$ cat src/asac_pkg.sv
// Constants and types shared by the audio sync and gain control block
package asac_pkg;
  localparam logic [7:0] OFS_CTRL = 8'h40;
  localparam logic [7:0] OFS_ROUTE = 8'h41;
  localparam logic [7:0] OFS_FILTER = 8'h42;
  localparam logic [7:0] OFS_GAIN = 8'h43;
  localparam logic [7:0] OFS_CEIL = 8'h44;
  localparam logic [7:0] OFS_AGC_CFG = 8'h45;
  localparam logic [7:0] RST_CTRL = 8'h00;
  localparam logic [7:0] RST_ROUTE = 8'h00;
  localparam logic [7:0] RST_FILTER = 8'h00;
  localparam logic [7:0] RST_GAIN = 8'h10;
  localparam logic [7:0] RST_CEIL = 8'h1f;
  localparam logic [7:0] RST_AGC_CFG = 8'h3d;
  localparam logic [7:0] MASK_CTRL = 8'hff;
  localparam logic [7:0] MASK_ROUTE = 8'h07;
  localparam logic [7:0] MASK_FILTER = 8'h33;
  localparam logic [7:0] MASK_GAIN = 8'h1f;
  localparam logic [7:0] MASK_CEIL = 8'h1f;
  localparam logic [7:0] MASK_AGC_CFG = 8'h7f;
  localparam int BIT_SYNC_EN = 0;
  localparam int BIT_AGC_EN = 1;
  localparam int BIT_TRACKING_DISABLE = 2;
  localparam int POS_MODE = 3;
  localparam int BIT_PRECHARGE = 6;
  localparam int BIT_BYPASS = 7;
  localparam int POS_ATTACK = 0;
  localparam int POS_DECAY = 4;
  localparam int POS_AVE = 0;
  localparam int POS_UP = 2;
  localparam int POS_DOWN = 4;
  localparam int BIT_LOCK = 6;
  localparam int unsigned CLK_HZ = 10_000_000;
  localparam int unsigned DOWN_UNIT_MS = 130;
  localparam int unsigned UP_UNIT_MS = 260;
  localparam int unsigned ATTACK_BASE_US = 32;
  localparam int unsigned DOWN_UNIT_CYC = DOWN_UNIT_MS * (CLK_HZ / 1000);
  localparam int unsigned UP_UNIT_CYC = UP_UNIT_MS * (CLK_HZ / 1000);
  localparam logic [11:0] ATTACK_BASE_CYC = 12'(ATTACK_BASE_US * (CLK_HZ / 1_000_000));

  typedef enum logic [2:0] {
    ASAC_MODE_SINGLE = 3'b000,
    ASAC_MODE_PERIODIC = 3'b001,
    ASAC_MODE_ZERO_CROSS = 3'b010,
    ASAC_MODE_PERIODIC_OR_ZC = 3'b011,
    ASAC_MODE_BAR = 3'b100,
    ASAC_MODE_RGB = 3'b101
  } asac_mode_t;

  typedef struct packed {
    logic [7:0] addr;
    logic [7:0] wdata;
    logic wr;
    logic rd;
  } asac_reg_req_t;
endpackage

$ cat src/asac_step_timer.sv
// Gain step interval timer: one tick per (mult + 1) units while running
`timescale 1ns/10ps
module asac_step_timer #(
  parameter int unsigned UNIT_CYCLES = 1
) (
  input logic ref_clk,
  input logic rstn,
  input logic run,
  input logic [1:0] mult,
  output logic tick
);
  logic [23:0] cyc_q;
  logic [1:0] unit_q;
  wire unit_end = (cyc_q == 24'(UNIT_CYCLES - 1));
  wire step_end = unit_end && (unit_q == mult);

  assign tick = run && step_end;

  always_ff @(posedge ref_clk or negedge rstn) begin
    if (!rstn) begin
      cyc_q <= 24'h00_0000;
      unit_q <= 2'h0;
    end else if (!run || step_end) begin
      cyc_q <= 24'h00_0000;
      unit_q <= 2'h0;
    end else if (unit_end) begin
      cyc_q <= 24'h00_0000;
      unit_q <= unit_q + 2'h1;
    end else begin
      cyc_q <= cyc_q + 24'h00_0001;
    end
  end
endmodule // asac_step_timer

$ cat src/asac_audio_sync_agc.sv
// Audio sync control registers, LED routing and preamplifier gain control
// Functional notes
// - Precharge bit drives input capacitor charge enable
// - Three-bit field selects audio LED effect
// - Tracking disable bit freezes automatic gain
// - AGC off: gain follows programmed gain field
// - AGC on: programmed gain, limited to the ceiling, is starting value
// - Sync module enabled only while enable set
// - Per-LED bits pass or block sync signal
// - Attack code picks 32/64/128/256 us
// - Automatic gain never steps above programmed ceiling; a gain above it is cut to the ceiling one cycle later
// - Down step interval 0.13 to 0.52 s
// - Up step interval 0.26 to 1.04 s
// - Registers take documented values after reset
`timescale 1ns/10ps
module asac_audio_sync_agc
  import asac_pkg::*;
#(
  parameter int unsigned DOWN_UNIT_CYCLES = DOWN_UNIT_CYC,
  parameter int unsigned UP_UNIT_CYCLES = UP_UNIT_CYC
) (
  input logic ref_clk,
  input logic rstn,
  input asac_reg_req_t reg_req,
  output logic [7:0] reg_rdata_q,
  output logic reg_rvalid_q,
  input logic audio_sync_in,
  input logic level_above_attack,
  input logic level_below_release,
  output logic sync_module_enable_q,
  output logic input_cap_charge_enable_q,
  output asac_mode_t effect_mode_select_q,
  output logic [2:0] led_sync_q,
  output logic [4:0] preamp_gain_q,
  output logic gain_tracking_active_q,
  output logic [11:0] attack_cycles_q,
  output logic [1:0] peak_filter_decay_q,
  output logic [1:0] level_sampling_cycle_q
);
  logic [7:0] ctrl_q;
  logic [7:0] route_q;
  logic [7:0] filter_q;
  logic [7:0] gain_set_q;
  logic [7:0] ceil_q;
  logic [7:0] agc_cfg_q;
  logic agc_en_prev_q;
  logic gain_wr_q;
  logic [4:0] gain_d;
  logic up_tick;
  logic down_tick;

  // Register decode
  wire sel_ctrl = reg_req.wr && (reg_req.addr == OFS_CTRL);
  wire sel_route = reg_req.wr && (reg_req.addr == OFS_ROUTE);
  wire sel_filter = reg_req.wr && (reg_req.addr == OFS_FILTER);
  wire sel_gain = reg_req.wr && (reg_req.addr == OFS_GAIN);
  wire sel_ceil = reg_req.wr && (reg_req.addr == OFS_CEIL);
  wire sel_agc_cfg = reg_req.wr && (reg_req.addr == OFS_AGC_CFG);
  wire [7:0] rd_data =
    (reg_req.addr == OFS_CTRL) ? ctrl_q :
    (reg_req.addr == OFS_ROUTE) ? route_q :
    (reg_req.addr == OFS_FILTER) ? filter_q :
    (reg_req.addr == OFS_GAIN) ? gain_set_q :
    (reg_req.addr == OFS_CEIL) ? ceil_q :
    (reg_req.addr == OFS_AGC_CFG) ? agc_cfg_q : 8'h00;

  // Gain control terms
  wire agc_en = ctrl_q[BIT_AGC_EN];
  wire tracking = agc_en && !ctrl_q[BIT_TRACKING_DISABLE];
  wire [4:0] gain_set = gain_set_q[4:0];
  wire [4:0] ceil = ceil_q[4:0];
  wire [4:0] load_value = (gain_set > ceil) ? ceil : gain_set;
  wire reload = agc_en && (!agc_en_prev_q || gain_wr_q);
  wire up_run = tracking && !reload && level_below_release && !level_above_attack && (preamp_gain_q < ceil);
  wire down_run = tracking && !reload && level_above_attack && (preamp_gain_q != 5'h00);
  wire [1:0] up_mult = agc_cfg_q[POS_UP +: 2];
  wire [1:0] down_mult = agc_cfg_q[POS_DOWN +: 2];
  wire [2:0] route_bits = route_q[2:0] & {3{ctrl_q[BIT_SYNC_EN] & audio_sync_in}};
  wire [11:0] attack_d = ATTACK_BASE_CYC << filter_q[POS_ATTACK +: 2];

  asac_step_timer #(.UNIT_CYCLES(UP_UNIT_CYCLES)) u_up_timer (
    .ref_clk(ref_clk),
    .rstn(rstn),
    .run(up_run),
    .mult(up_mult),
    .tick(up_tick)
  );

  asac_step_timer #(.UNIT_CYCLES(DOWN_UNIT_CYCLES)) u_down_timer (
    .ref_clk(ref_clk),
    .rstn(rstn),
    .run(down_run),
    .mult(down_mult),
    .tick(down_tick)
  );

  always_comb begin
    gain_d = preamp_gain_q;
    if (!agc_en) begin
      gain_d = gain_set;
    end else if (reload) begin
      gain_d = load_value;
    end else if (preamp_gain_q > ceil) begin
      gain_d = ceil;
    end else if (down_tick) begin
      gain_d = preamp_gain_q - 5'h01;
    end else if (up_tick) begin
      gain_d = preamp_gain_q + 5'h01;
    end
  end

  // Register file, reserved bits masked to zero
  always_ff @(posedge ref_clk or negedge rstn) begin
    if (!rstn) begin
      ctrl_q <= RST_CTRL;
      route_q <= RST_ROUTE;
      filter_q <= RST_FILTER;
      gain_set_q <= RST_GAIN;
      ceil_q <= RST_CEIL;
      agc_cfg_q <= RST_AGC_CFG;
    end else begin
      if (sel_ctrl) ctrl_q <= reg_req.wdata & MASK_CTRL;
      if (sel_route) route_q <= reg_req.wdata & MASK_ROUTE;
      if (sel_filter) filter_q <= reg_req.wdata & MASK_FILTER;
      if (sel_gain) gain_set_q <= reg_req.wdata & MASK_GAIN;
      if (sel_ceil) ceil_q <= reg_req.wdata & MASK_CEIL;
      if (sel_agc_cfg) agc_cfg_q <= reg_req.wdata & MASK_AGC_CFG;
    end
  end

  always_ff @(posedge ref_clk or negedge rstn) begin
    if (!rstn) begin
      reg_rdata_q <= 8'h00;
      reg_rvalid_q <= 1'b0;
    end else begin
      reg_rdata_q <= reg_req.rd ? rd_data : 8'h00;
      reg_rvalid_q <= reg_req.rd;
    end
  end

  // Outputs
  always_ff @(posedge ref_clk or negedge rstn) begin
    if (!rstn) begin
      sync_module_enable_q <= 1'b0;
      input_cap_charge_enable_q <= 1'b0;
      effect_mode_select_q <= ASAC_MODE_SINGLE;
      led_sync_q <= 3'h0;
      attack_cycles_q <= ATTACK_BASE_CYC;
      peak_filter_decay_q <= 2'h0;
      level_sampling_cycle_q <= RST_AGC_CFG[POS_AVE +: 2];
      gain_tracking_active_q <= 1'b0;
    end else begin
      sync_module_enable_q <= ctrl_q[BIT_SYNC_EN];
      input_cap_charge_enable_q <= ctrl_q[BIT_PRECHARGE];
      effect_mode_select_q <= asac_mode_t'(ctrl_q[POS_MODE +: 3]);
      led_sync_q <= route_bits;
      attack_cycles_q <= attack_d;
      peak_filter_decay_q <= filter_q[POS_DECAY +: 2];
      level_sampling_cycle_q <= agc_cfg_q[POS_AVE +: 2];
      gain_tracking_active_q <= tracking;
    end
  end

  always_ff @(posedge ref_clk or negedge rstn) begin
    if (!rstn) begin
      preamp_gain_q <= RST_GAIN[4:0];
      agc_en_prev_q <= 1'b0;
      gain_wr_q <= 1'b0;
    end else begin
      preamp_gain_q <= gain_d;
      agc_en_prev_q <= agc_en;
      gain_wr_q <= sel_gain;
    end
  end

  // Checks
  precharge_follow_a: assert property (@(posedge ref_clk) disable iff (!rstn)
    sel_ctrl |-> ##2 input_cap_charge_enable_q == $past(reg_req.wdata[BIT_PRECHARGE], 2))
    else $error("precharge enable does not follow control write");
  mode_follow_a: assert property (@(posedge ref_clk) disable iff (!rstn)
    sel_ctrl |-> ##2 effect_mode_select_q == $past(reg_req.wdata[5:3], 2))
    else $error("effect mode does not follow control write");
  track_freeze_a: assert property (@(posedge ref_clk) disable iff (!rstn)
    (agc_en && ctrl_q[BIT_TRACKING_DISABLE] && !reload && !reg_req.wr && preamp_gain_q <= ceil) |=> $stable(preamp_gain_q))
    else $error("gain moved while tracking disabled");
  fixed_gain_a: assert property (@(posedge ref_clk) disable iff (!rstn)
    !agc_en |=> preamp_gain_q == $past(gain_set))
    else $error("fixed gain differs from programmed gain");
  agc_start_a: assert property (@(posedge ref_clk) disable iff (!rstn)
    (agc_en && !agc_en_prev_q) |=> preamp_gain_q == $past(load_value))
    else $error("automatic gain did not start from programmed gain");
  sync_follow_a: assert property (@(posedge ref_clk) disable iff (!rstn)
    sel_ctrl |-> ##2 sync_module_enable_q == $past(reg_req.wdata[BIT_SYNC_EN], 2))
    else $error("sync enable does not follow control write");
  decay_follow_a: assert property (@(posedge ref_clk) disable iff (!rstn)
    sel_filter |-> ##2 peak_filter_decay_q == $past(reg_req.wdata[5:4], 2))
    else $error("decay field does not follow filter write");
  sync_enable_a: assert property (@(posedge ref_clk) disable iff (!rstn)
    !sync_module_enable_q |-> led_sync_q == 3'h0 || $past(ctrl_q[BIT_SYNC_EN]))
    else $error("sync output active while module disabled");
  route_block_a: assert property (@(posedge ref_clk) disable iff (!rstn)
    ##1 led_sync_q == ($past(route_q[2:0]) & {3{$past(ctrl_q[0] & audio_sync_in)}}))
    else $error("LED routing mismatch");
  attack_time_a: assert property (@(posedge ref_clk) disable iff (!rstn)
    sel_filter |-> ##2 attack_cycles_q == (ATTACK_BASE_CYC << $past(reg_req.wdata[1:0], 2)))
    else $error("attack time mismatch");
  gain_ceiling_a: assert property (@(posedge ref_clk) disable iff (!rstn)
    (agc_en && $past(agc_en) && !$past(reg_req.wr) && !$past(gain_wr_q)) |-> preamp_gain_q <= ceil)
    else $error("gain above ceiling");
  reset_value_a: assert property (@(posedge ref_clk)
    $rose(rstn) |-> (agc_cfg_q == RST_AGC_CFG && gain_set_q == RST_GAIN && ctrl_q == RST_CTRL))
    else $error("wrong value after reset");
  single_step_a: assert property (@(posedge ref_clk) disable iff (!rstn)
    (tracking && !reload && preamp_gain_q <= ceil) |=>
      (preamp_gain_q == $past(preamp_gain_q) || preamp_gain_q == $past(preamp_gain_q) + 5'h01 ||
       preamp_gain_q == $past(preamp_gain_q) - 5'h01))
    else $error("gain moved by more than one step");

  up_step_c: cover property (@(posedge ref_clk) disable iff (!rstn) up_tick);
  down_step_c: cover property (@(posedge ref_clk) disable iff (!rstn) down_tick);
  agc_reload_c: cover property (@(posedge ref_clk) disable iff (!rstn) reload);
  led_route_c: cover property (@(posedge ref_clk) disable iff (!rstn) led_sync_q == 3'h7);
  track_off_c: cover property (@(posedge ref_clk) disable iff (!rstn) agc_en && !gain_tracking_active_q);
endmodule // asac_audio_sync_agc

$ cat config.mk
export PLATFORM = sky130hd
export DESIGN_NAME = asac_audio_sync_agc
export DESIGN_NICKNAME = d
export VERILOG_FILES = /design/src/asac_pkg.sv /design/src/asac_step_timer.sv /design/src/asac_audio_sync_agc.sv
export SDC_FILE = /design/constraint.sdc
export NUM_CORES = 1
export LEC_CHECK = 0
export BUFFER_PORTS_ARGS = -buffer_cell sky130_fd_sc_hd__buf_2
export CORE_MARGIN = 4
export CORE_UTILIZATION = 25
export CTS_CLUSTER_DIAMETER = 50
export DETAILED_ROUTE_END_ITERATION = 10
export PLACE_DENSITY_LB_ADDON = 0.05
export SYNTH_ARGS = -nofsm -noshare
export SYNTH_HDL_FRONTEND = slang
export SYNTH_SLANG_ARGS = --single-unit
$ cat constraint.sdc
create_clock -name ref_clk -period 3.05 [get_ports ref_clk]
set_input_delay 0.915 -clock ref_clk [delete_from_list [all_inputs] [get_ports ref_clk]]
set_output_delay 0.915 -clock ref_clk [all_outputs]
set_load 0.02 [all_outputs]
==> impl_results.md, run 1 <==
- Vias in the first global route: approximately 4500
- Setup crit start kind: flop
- Die Height: 161 µm
- Endpoint type of the worst setup path: flop
- Tot Pwr: 3.89 mW
- CP Cell Sequence: or4_4 -> o211ai_4 -> nor4_2 -> buf_4 -> fa_2 -> a21o_1 -> a21oi_2 -> xor2_1 -> a32o_2 -> o21ai_1 -> o221a_1
- RSZ-0062 raised after global routing: no
- Fin Clk Skew: between 0.008 and 0.009 ns
- Worst reg2reg setup slack: 0.22 ns
- Async S/R FF share, synth: 100%
- DRC marker count from the first detailed-route iteration: about 190
- CORE AREA: between 20000 and 25000 µm²
- Crit path max-delay family: compound AO/OA/AOI/OAI gates
- Leakage: between 3 and 4 nW
- Design Area, Final: 7160 µm²
- Hold Crit Class: reg -> reg
- Placer's final routability congestion estimate: 0.763
- Setup TNS: 0 ns
- CP Class: reg -> reg
- Syn Area/Cell: between 10 and 15 µm²
- Final core occ: 31.4%
- Max stage delay on crit path: about 0.55 ns
- Pre-CTS WS: around 0.0052 ns
- Comb power frac: roughly a tenth
- Yosys cell types: a little over 60
- WP buf/inv: 1
- Post-Syn Instances: roughly 540
- Die Area: 25800 µm²
- Clock tree buffer depth: 2
- Crit path DAT: about 3.2 ns
- Final hold viol count: 0
- Clock buffer count from CTS: 17
- Seq pwr share: ~43%
- CP max-delay cell: or4_4
- Avg Vias per Cell: about 4.5
- Top-Level Pins: 62
- Post-synthesis sequential area ratio: between 50 and 60%
- Overflow after GRT: 0
- Post-Layout Cell Count: between 900 and 1000
- Power Density: between 500 and 600 nW/µm²
- Achievable Freq: between 300 and 400 MHz
- Layout Nets: ~660
- Worst slew pin tran: roughly 0.88 ns
- Max-cap violations: 0
- Num rows: 55
- Crit share post-route: 92.9%
- Setup crit end: preamp_gain_q[4]
- Crit path from: preamp_gain_q[0]
- Critical Path RT: ~3.4 ns
- Wire per inst: 16.0 µm
- # diodes: 0
- Antenna-violating nets left: 0
- CTS Sinks: approximately 120
- Worst r2r dst: preamp_gain_q[4]
- Worst-case reg-to-reg path depth: 11
- Status: complete, no violations
- Max-slew headroom: roughly 40%
- TritonCTS clock tree: yes
- Worst r2r src: preamp_gain_q[0]
- Gr usage total: 12.4%
- Area after DPL: 6590 µm²
- WL final: ~15000 µm
- Vias after detailed routing: about 4300
- Area grow syn2layout: 23.0%
- Die X: 161 µm
- Crit path depth: 11
- Most used DFF post-synth: dfrtp_1
- Clk_lat worst skew: around 0.4 ns
- Sw power: roughly 1.1 mW
- #FFs+latches synth: 119
- Hold Slack: ~0.38 ns
- Max-slew violations: 0
- Clock power frac: about half
- Share of layout cells above drive strength 1: a little over a quarter
- Clock-pin slew on the worst setup and hold paths: approximately 0.060 ns
- Period minus WS final: 2.83 ns
- Post-synth EDFFs: 0
- CTS root buf: clkbuf_16
- Sw Share: approximately 28%
- Setup Viol. Count Final: 0
- First-pass GRT wire length: 25400 µm
- Synth warnings: 0
- Initial antenna violation count: 0
- Pre-antenna DRT Iters: 4
- DR DRC count: 0
- Initial Util: roughly a quarter
- Filler Cell Count: ~2400
- Synthesized area: ~5800 µm²
- Maximum VDD drop: 0.301 mV
- Largest net degree at the start of global routing: 120
- IO Port Bufs: 55
- CP Max Fanout: 4
- Setup WS post-layout: 0.215 ns
- CTS HTree Levels: 4
- Placed cells: 915
- Pint: between 2 and 3 mW
- Dpl hpwl: about 11000 µm
==> area by class of cell <==
type                       count  area (µm²)  share of cell area [%]
inverter                      14        52.6                   0.734
clock buffer                  17         425                    5.94
sequential                   119        3000                    41.9
timing repair buffer          78         463                    6.47
multi-input combinational    392        2710                    37.9
tap                          313         392                    5.47
clock inverter                15         120                    1.68
==> state kept, by name, indices dropped and copies added (netlist names), 2 cells and up <==
register and count:
ctrl_q 8, route_q 3, peak_filter_decay_q 2, u_up_timer.cyc_q 24, u_down_timer.unit_q 2, attack_cycles_q 6
effect_mode_select_q 3, reg_rdata_q 8, u_down_timer.cyc_q 24, level_sampling_cycle_q 2, filter_q 4, ceil_q 5
u_up_timer.unit_q 2, led_sync_q 3, preamp_gain_q 5, gain_set_q 5, agc_cfg_q 7
==> per-layer routing <==
metal	up-vias	track usage, %	part of all wire, %
met1	2148	16.2	46
met2	67	20.5	50
met4	0	3.05	0.86
met5	-	0	0
met3	8	3.36	3.6
li1	2082	-	-
==> power groups by stage <==
stage,Clock (mW),Combinational [mW],Sequential [mW]
floorplan,0,0.188,1.70
global placement,0,0.358,1.69
detailed placement,0,0.361,1.69
CTS,1.94,0.363,1.66
global route,2.03,0.404,1.67
finish,1.87,0.360,1.66
==> worst reg2reg max path, cell delays in order (launching register included) <==
cell	delay, ns
dfrtp_1	0.38
or4_4	0.55
o211ai_4	0.22
nor4_2	0.07
buf_4	0.16
fa_2	0.33
a21o_1	0.19
a21oi_2	0.14
xor2_1	0.20
a32o_2	0.19
o21ai_1	0.07
o221a_1	0.26
==> what timing repair did <==
| action | CTS | global route |
|---|---|---|
| buffers inserted | 0 | 1 |
| hold buffers | 0 | 0 |
| resized for setup | 0 | 5 |
| setup endpoints to repair | 0 | 1 |
==> kinds of logic (layout without fill, tap and decap cells) <==
| logic type | count (synthesis) | count (layout) | share of synthesized area [%] |
|---|---|---|---|
| flops | 119 | 119 | 51.5 |
| fa+ha+maj | 16 | 16 | 3.57 |
| mux | 35 | 35 | 6.84 |
| simple gates | 218 | 218 | 19.4 |
| other cells | 1 | 6 | 0.0644 |
| xor+xnor | 51 | 51 | 7.68 |
| buf+inv | 32 | 124 | 2.47 |
| compound gates | 66 | 66 | 8.54 |
==> cells in the final DEF, fill, tap and decap left out, types with 9 or more instances in the layout <==
| master | count |
|---|---|
| a21oi_1 | 17 |
| and3_1 | 14 |
| buf_2 | 54 |
| buf_4 | 23 |
| clkbuf_16 | 17 |
| dfrtp_1 | 104 |
| dfstp_2 | 15 |
| ha_1 | 15 |
| inv_1 | 14 |
| mux2_2 | 27 |
| nand2_1 | 28 |
| nand3_1 | 25 |
| nand4_1 | 11 |
| nor2_1 | 74 |
| nor2b_1 | 9 |
| nor3_1 | 15 |
| xnor2_1 | 23 |
| xor2_1 | 28 |
==> Yosys cell counts, types with 2 or more instances <==
cell      number  share of area, %
o21a_1         3              0.39
nand3_1       26               2.2
and3_1        14               1.5
nor4_1         6              0.65
nand2b_1       5              0.54
mux2_2        27               5.2
o21ai_0        8              0.69
a221oi_1       4              0.60
nand4_1       11               1.2
nor2b_1        9              0.97
inv_1         14              0.90
nor4_2         3              0.65
nor3b_1        2              0.26
a22o_1         2              0.30
a21oi_1       18               1.5
nor2_1        74               4.8
a31oi_1        3              0.32
o311ai_1       2              0.30
buf_4          6              0.77
o32ai_1        2              0.30
ha_1          15               3.2
and2_1         5              0.54
xnor2_1       23               3.5
a21o_1         3              0.39
and4_1         7               1.1
dfstp_2       15               6.8
mux2_4         2              0.52
nand2_1       28               1.8
nor4b_1        3              0.45
nor3_1        15               1.3
o31ai_1        3              0.39
or3_1          3              0.32
mux2_1         3              0.58
xor2_1        28               4.2
clkbuf_1      11              0.71
nor4bb_1       2              0.34
o31a_1         3              0.45
dfrtp_1      104                45
mux2i_1        3              0.52
==> how the worst min path moves through the flow <==
stage	from	to	slack (ns)	cells past startpoint
floorplan	agc_cfg_q[0]	level_sampling_cycle_q[0]	0.36	0
global placement	agc_cfg_q[0]	level_sampling_cycle_q[0]	0.37	0
detailed placement	agc_cfg_q[0]	level_sampling_cycle_q[0]	0.37	0
CTS	agc_cfg_q[0]	level_sampling_cycle_q[0]	0.38	0
global route	agc_cfg_q[0]	level_sampling_cycle_q[0]	0.39	0
finish	agc_cfg_q[0]	level_sampling_cycle_q[0]	0.38	0
(Power assumes the default switching activity.)
==> run 2, diff against run 1 <==
--- a/config.mk
+++ b/config.mk
@@ -7,10 +7,11 @@
 export LEC_CHECK = 0
 export BUFFER_PORTS_ARGS = -buffer_cell sky130_fd_sc_hd__buf_2
 export CORE_MARGIN = 4
-export CORE_UTILIZATION = 25
+export CORE_UTILIZATION = 53
 export CTS_CLUSTER_DIAMETER = 50
 export DETAILED_ROUTE_END_ITERATION = 10
 export PLACE_DENSITY_LB_ADDON = 0.05
+export RECOVER_POWER = 25
 export SYNTH_ARGS = -nofsm -noshare
 export SYNTH_HDL_FRONTEND = slang
 export SYNTH_SLANG_ARGS = --single-unit
==> run 2 against run 1 <==
Register-to-register slack worse by 0.08 ns. Critical endpoint unchanged. Die area down 51%. Combinational power down 4%. Sequential share of layout area up 1.2 points. Clock power up 9%.
==> impl_results.md, run 2 (synthesis gave the netlist of run 1 again) <==
- Status: complete, no violations
- Max-slew headroom: a little under an eighth
- Critical Path RT: approximately 3.5 ns
- Leakage: roughly 3.1 nW
- Overflow after GRT: 0
- Fin Clk Skew: slightly above 0.005 ns
- Endpoint type of the worst setup path: flop
- Vias after detailed routing: roughly 4300
- Setup WS post-layout: 0.136 ns
- Post-Layout Cell Count: approximately 770
- CTS Sinks: roughly 120
- Final hold viol count: 0
- Initial antenna violation count: 0
- Clock tree buffer depth: 2
- Placer's final routability congestion estimate: just under 0.9
- Met2 wire len: between 6000 and 7000 µm
- Design Area, Final: around 7000 µm²
- Max-slew violations: 0
- WL final: about 13000 µm
- Pre-CTS WS: -0.0320 ns
- Hold Crit Class: reg -> reg
- WL met3: about 560 µm
- Clk_lat worst skew: around 0.54 ns
- CTS HTree Levels: 4
- Period minus WS final: 2.91 ns
- Crit path DAT: ~3.4 ns
- Wire per inst: between 15 and 20 µm
- Worst r2r src: u_down_timer.cyc_q[5]
- DR top layer: met4
- CORE AREA: approximately 11000 µm²
- CTS root buf: clkbuf_8
- CP Class: reg -> reg
- Clock buffer count from CTS: 17
- Clock-pin slew on the worst setup and hold paths: ~0.060 ns
- Power Density: 581 nW/µm²
- DRC marker count from the first detailed-route iteration: 286
- TritonCTS clock tree: yes
- Max-cap violations: 0
- Biggest regs: u_down_timer.cyc_q x24, u_up_timer.cyc_q x24
- Worst reg2reg setup slack: roughly 0.14 ns
- Crit path from: u_down_timer.cyc_q[5]
- Final core occ: roughly two thirds
- Crit share post-route: a little over nine tenths
- Dpl hpwl: between 8000 and 9000 µm
- Largest net degree at the start of global routing: 52
- CP Max Fanout: 7
- Worst slew pin tran: about 1.3 ns
- # diodes: 0
- Setup crit end: preamp_gain_q[4]
- First-pass GRT wire length: approximately 21000 µm
- Setup crit start kind: flop
- Avg Vias per Cell: 5.64
- Share of layout cells above drive strength 1: roughly 25%
- Initial Util: 55.4%
- Num rows: 37
- Placed cells: approximately 730
- Gr usage total: between 20% and 30%
- Die Area: between 10000 and 15000 µm²
- Worst r2r dst: preamp_gain_q[4]
- Worst-case reg-to-reg path depth: 11
- Commonest non-fill, non-tap cell in the layout: dfrtp_1
- Vias in the first global route: 4287
- Tot Pwr: slightly above 4 mW
- Maximum VDD drop: between 0.5 and 0.6 mV
- Layout Nets: roughly 660
- Most frequent cells in the layout: dfrtp_1, nor2_1, buf_2
- Hold-fix buffers, CTS: 0
- Area grow syn2layout: 19.7%
- Area after DPL: around 6300 µm²
- Length of routed wiring on met1: 5760 µm
- Die Height: 113 µm
- IO Port Bufs: 55
- Setup Viol. Count Final: 0
- Top-Level Pins: 62
- Antenna-violating nets left: 0
- DR DRC count: 0
- Achievable Freq: 343 MHz
- Pre-antenna DRT Iters: 4
- Die X: roughly 110 µm
run 2: changes by cell type in the layout (fill, tap and decap cells not counted), moves of 2 or more:
cell	delta
buf_4	-8
bufinv_16	+3
clkbuf_1	+2
clkinv_2	-2
clkinv_4	+5
clkinvlp_4	-4
run 2: repair_timing:
item	4_1_cts	5_1_grt
endpoints found under the setup margin	0	1
gates resized for setup	0	4
buffers inserted	0	2
run 2: worst min-delay path by stage:
stage,startpoint,end,slack [ns],cells past startpoint
2_1_floorplan,agc_cfg_q[0],level_sampling_cycle_q[0],0.36,0
6_report,agc_cfg_q[0],level_sampling_cycle_q[0],0.38,0
3_3_place_gp,agc_cfg_q[0],level_sampling_cycle_q[0],0.37,0
5_1_grt,agc_cfg_q[0],level_sampling_cycle_q[0],0.40,0
3_5_place_dp,agc_cfg_q[0],level_sampling_cycle_q[0],0.37,0
4_1_cts,agc_cfg_q[0],level_sampling_cycle_q[0],0.38,0
run 2: layout make-up:
cell class / count / area [µm²]
clock buffers: 17 / 414
clock inverters: 15 / 194
fillers: 802 / 3540
inverters: 14 / 52.6
multi-input cells: 392 / 2710
flip-flops and latches: 119 / 3000
well taps: 136 / 170
repair buffers: 73 / 430
run 2: stage by stage:
step                setup TNS [ns]  hold WS [ns]
floorplan                        0         0.359
global placement                 0         0.366
detailed placement         -0.0320         0.365
CTS                              0         0.377
global route               -0.0170         0.401
finish                           0         0.385
run 2: metal layers:
metal,vias to the layer above,track usage (%)
met5,-,0
met4,0,7.77
met3,21,5.35
met2,98,33.3
met1,2130,28.6
li1,2071,-
run 2: report_power, final:
| group | internal (mW) | switching [mW] |
|---|---|---|
| logic | 0.132 | 0.212 |
| clock network | 1.26 | 0.775 |
| registers | 1.63 | 0.0328 |
| total | 3.02 | 1.02 |
run 2: critical path, cell delays in order (launching register included):
cell and delay (ns):
dfrtp_1 0.45, nor4b_2 0.33, nand3_1 0.22, nor4_2 0.31
buf_4 0.20, ha_1 0.26, a21o_1 0.16, a21oi_1 0.17
xor2_1 0.22, a32o_1 0.19, o21ai_1 0.07, o221a_1 0.25
==> run 3, diff against run 2 <==
--- a/config.mk
+++ b/config.mk
@@ -10,6 +10,7 @@
 export CORE_UTILIZATION = 53
 export CTS_CLUSTER_DIAMETER = 50
 export DETAILED_ROUTE_END_ITERATION = 10
+export GPL_TIMING_DRIVEN = 0
 export PLACE_DENSITY_LB_ADDON = 0.05
 export RECOVER_POWER = 25
 export SYNTH_ARGS = -nofsm -noshare
==> run 3 against run 2 <==
Core utilization grew 0.75 points. Largest power group unchanged. Largest cell class unchanged. Critical path depth fell by 1. Wire length shrank 1.4%. Critical endpoint unchanged. Critical path type unchanged.
==> impl_results.md, run 3 (synthesis gave the netlist of run 1 again) <==
- Status: complete, no violations
- Commonest non-fill, non-tap cell in the layout: dfrtp_1
- Setup Viol. Count Final: 0
- Crit path depth: 10
- WL final: roughly 13000 µm
- Comb power frac: under 10%
- Avg Vias per Cell: about 5.6
- Crit path max-delay family: compound AO/OA/AOI/OAI gates
- Crit path DAT: around 3.4 ns
- DR top layer: met4
- WL met3: 558 µm
- Seq pwr share: 41.1%
- Die Area: between 10000 and 15000 µm²
- Largest net degree at the start of global routing: between 70 and 80
- Clock-pin slew on the worst setup and hold paths: around 0.06 ns
- Leakage: just over 3 nW
- Worst-case reg-to-reg path depth: 10
- Achievable Freq: 341 MHz
- Layout Nets: ~660
- Fin Clk Skew: ~0.0074 ns
- Pint: between 3 and 4 mW
- CP Class: reg -> reg
- CORE AREA: 10500 µm²
- Top-Level Pins: 62
- Post-Layout Cell Count: 773
- Area after DPL: roughly 6300 µm²
- Gr usage total: between 20% and 30%
- Antenna-violating nets left: 0
- Share of layout cells above drive strength 1: 25.6%
- Critical Path RT: 3.51 ns
- Final hold viol count: 0
- Wire per inst: 16.2 µm
- Setup TNS: 0 ns
- CTS Sinks: 119
- CP Max Fanout: 6
- Power Density: about 580 nW/µm²
- Hold Crit Class: reg -> reg
- Max-cap violations: 0
- DR DRC count: 0
- Crit path from: preamp_gain_q[0]
- Max-slew headroom: between 10% and 20%
- Initial Util: 55.4%
- Clock power frac: between 50% and 60%
- Vias in the first global route: about 4300
- Hold-fix buffers, CTS: 0
- Sw Share: roughly a quarter
- Met2 wire len: 6190 µm
- IO Port Bufs: between 50 and 60
- CTS root buf: clkbuf_8
- Pre-CTS WS: -0.697 ns
- Setup WS post-layout: 0.114 ns
- Sw power: 1.01 mW
- Endpoint type of the worst setup path: flop
- Worst r2r src: preamp_gain_q[0]
- First-pass GRT wire length: between 20000 and 25000 µm
- Setup crit start kind: flop
- CP max-delay cell: or4_4
- Placer's final routability congestion estimate: ~0.86
- # diodes: 0
- Max stage delay on crit path: around 0.57 ns
- Clk_lat worst skew: approximately 0.53 ns
- Worst r2r dst: preamp_gain_q[4]
- DRC marker count from the first detailed-route iteration: about 260
- Most frequent cells in the layout: dfrtp_1, nor2_1, buf_2
- RSZ-0062 raised after global routing: no
- Initial antenna violation count: 0
- Clock buffer count from CTS: 17
- Crit share post-route: around 96%
- Clock tree buffer depth: 2
- WP buf/inv: 0
- CTS HTree Levels: 4
- Period minus WS final: between 2 and 3 ns
- Final core occ: 67.0%
- Die X: 113 µm
- Worst slew pin tran: between 1 and 1.5 ns
- Length of routed wiring on met1: 5580 µm
- Placed cells: around 730
- Vias after detailed routing: 4314
- Pre-antenna DRT Iters: 4
- Setup crit end: preamp_gain_q[4]
- Area grow syn2layout: 21.0%
- Worst reg2reg setup slack: ~0.11 ns
- Maximum VDD drop: between 0.4 and 0.5 mV
- Max-slew violations: 0
- Dpl hpwl: between 8000 and 9000 µm
- Biggest regs: u_down_timer.cyc_q x24, u_up_timer.cyc_q x24
- TritonCTS clock tree: yes
- Overflow after GRT: 0
- Die Height: roughly 110 µm
- Design Area, Final: 7040 µm²
- CP Cell Sequence: or4_4 -> o211ai_4 -> nor4_4 -> fa_2 -> a21o_1 -> a21oi_2 -> xor2_1 -> a32o_1 -> o21ai_1 -> o221a_1
- Num rows: 37
run 3: changes by cell type in the layout (fill, tap and decap cells not counted), moves of 3 or more:
cell / previous run / this run
dfrtp_1: 104 / 101
clkbuf_1: 2 / 13
dfrtp_2: 0 / 3
clkinv_4: 6 / 2
run 3: worst min-delay path by stage:
stage / from / end / slack, ns / cells past startpoint
after floorplan: agc_cfg_q[0] / level_sampling_cycle_q[0] / 0.36 / 0
after global placement: agc_cfg_q[0] / level_sampling_cycle_q[0] / 0.37 / 0
after detailed placement: agc_cfg_q[0] / level_sampling_cycle_q[0] / 0.37 / 0
after CTS: rstn / u_up_timer.cyc_q[10] / 0.32 / 1
after global routing: agc_cfg_q[0] / level_sampling_cycle_q[0] / 0.40 / 0
final: agc_cfg_q[0] / level_sampling_cycle_q[0] / 0.39 / 0
run 3: through the flow:
| step | hold WS [ns] | power, mW |
|---|---|---|
| 2_1_floorplan | 0.359 | 1.89 |
| 3_3_place_gp | 0.365 | 2.00 |
| 3_5_place_dp | 0.366 | 2.02 |
| 4_1_cts | 0.317 | 4.10 |
| 5_1_grt | 0.397 | 4.21 |
| 6_report | 0.389 | 4.06 |
run 3: layer usage:
| layer | vias up | GRT usage [%] |
|---|---|---|
| met3 | 20 | 5.61 |
| met2 | 93 | 34.0 |
| met4 | 0 | 7.29 |
| met1 | 2115 | 26.3 |
| li1 | 2086 | - |
| met5 | - | 0 |
run 3: final cells by class:
class | instances | area [µm²]
buffer | 18 | 91.3
clock buffer | 18 | 428
fill | 790 | 3460
inverter | 14 | 52.6
timing repair buffer | 62 | 350
clock inverter | 14 | 186
multi-input combinational | 392 | 2770
tap | 136 | 170
sequential | 119 | 3000
run 3: timing repair:
item                       in CTS  in global routing
setup endpoints to repair       4                  2
resized for setup              11                  7
setup buffers                   5                  3
cloned                          0                  0
pin swaps                       6                  6
run 3: power by group through the flow:
stage | clock network (mW) | logic, mW | registers, mW
6_report | 2.06 | 0.329 | 1.67
5_1_grt | 2.18 | 0.365 | 1.67
4_1_cts | 2.10 | 0.332 | 1.67
3_5_place_dp | 0 | 0.324 | 1.69
3_3_place_gp | 0 | 0.311 | 1.69
2_1_floorplan | 0 | 0.188 | 1.70
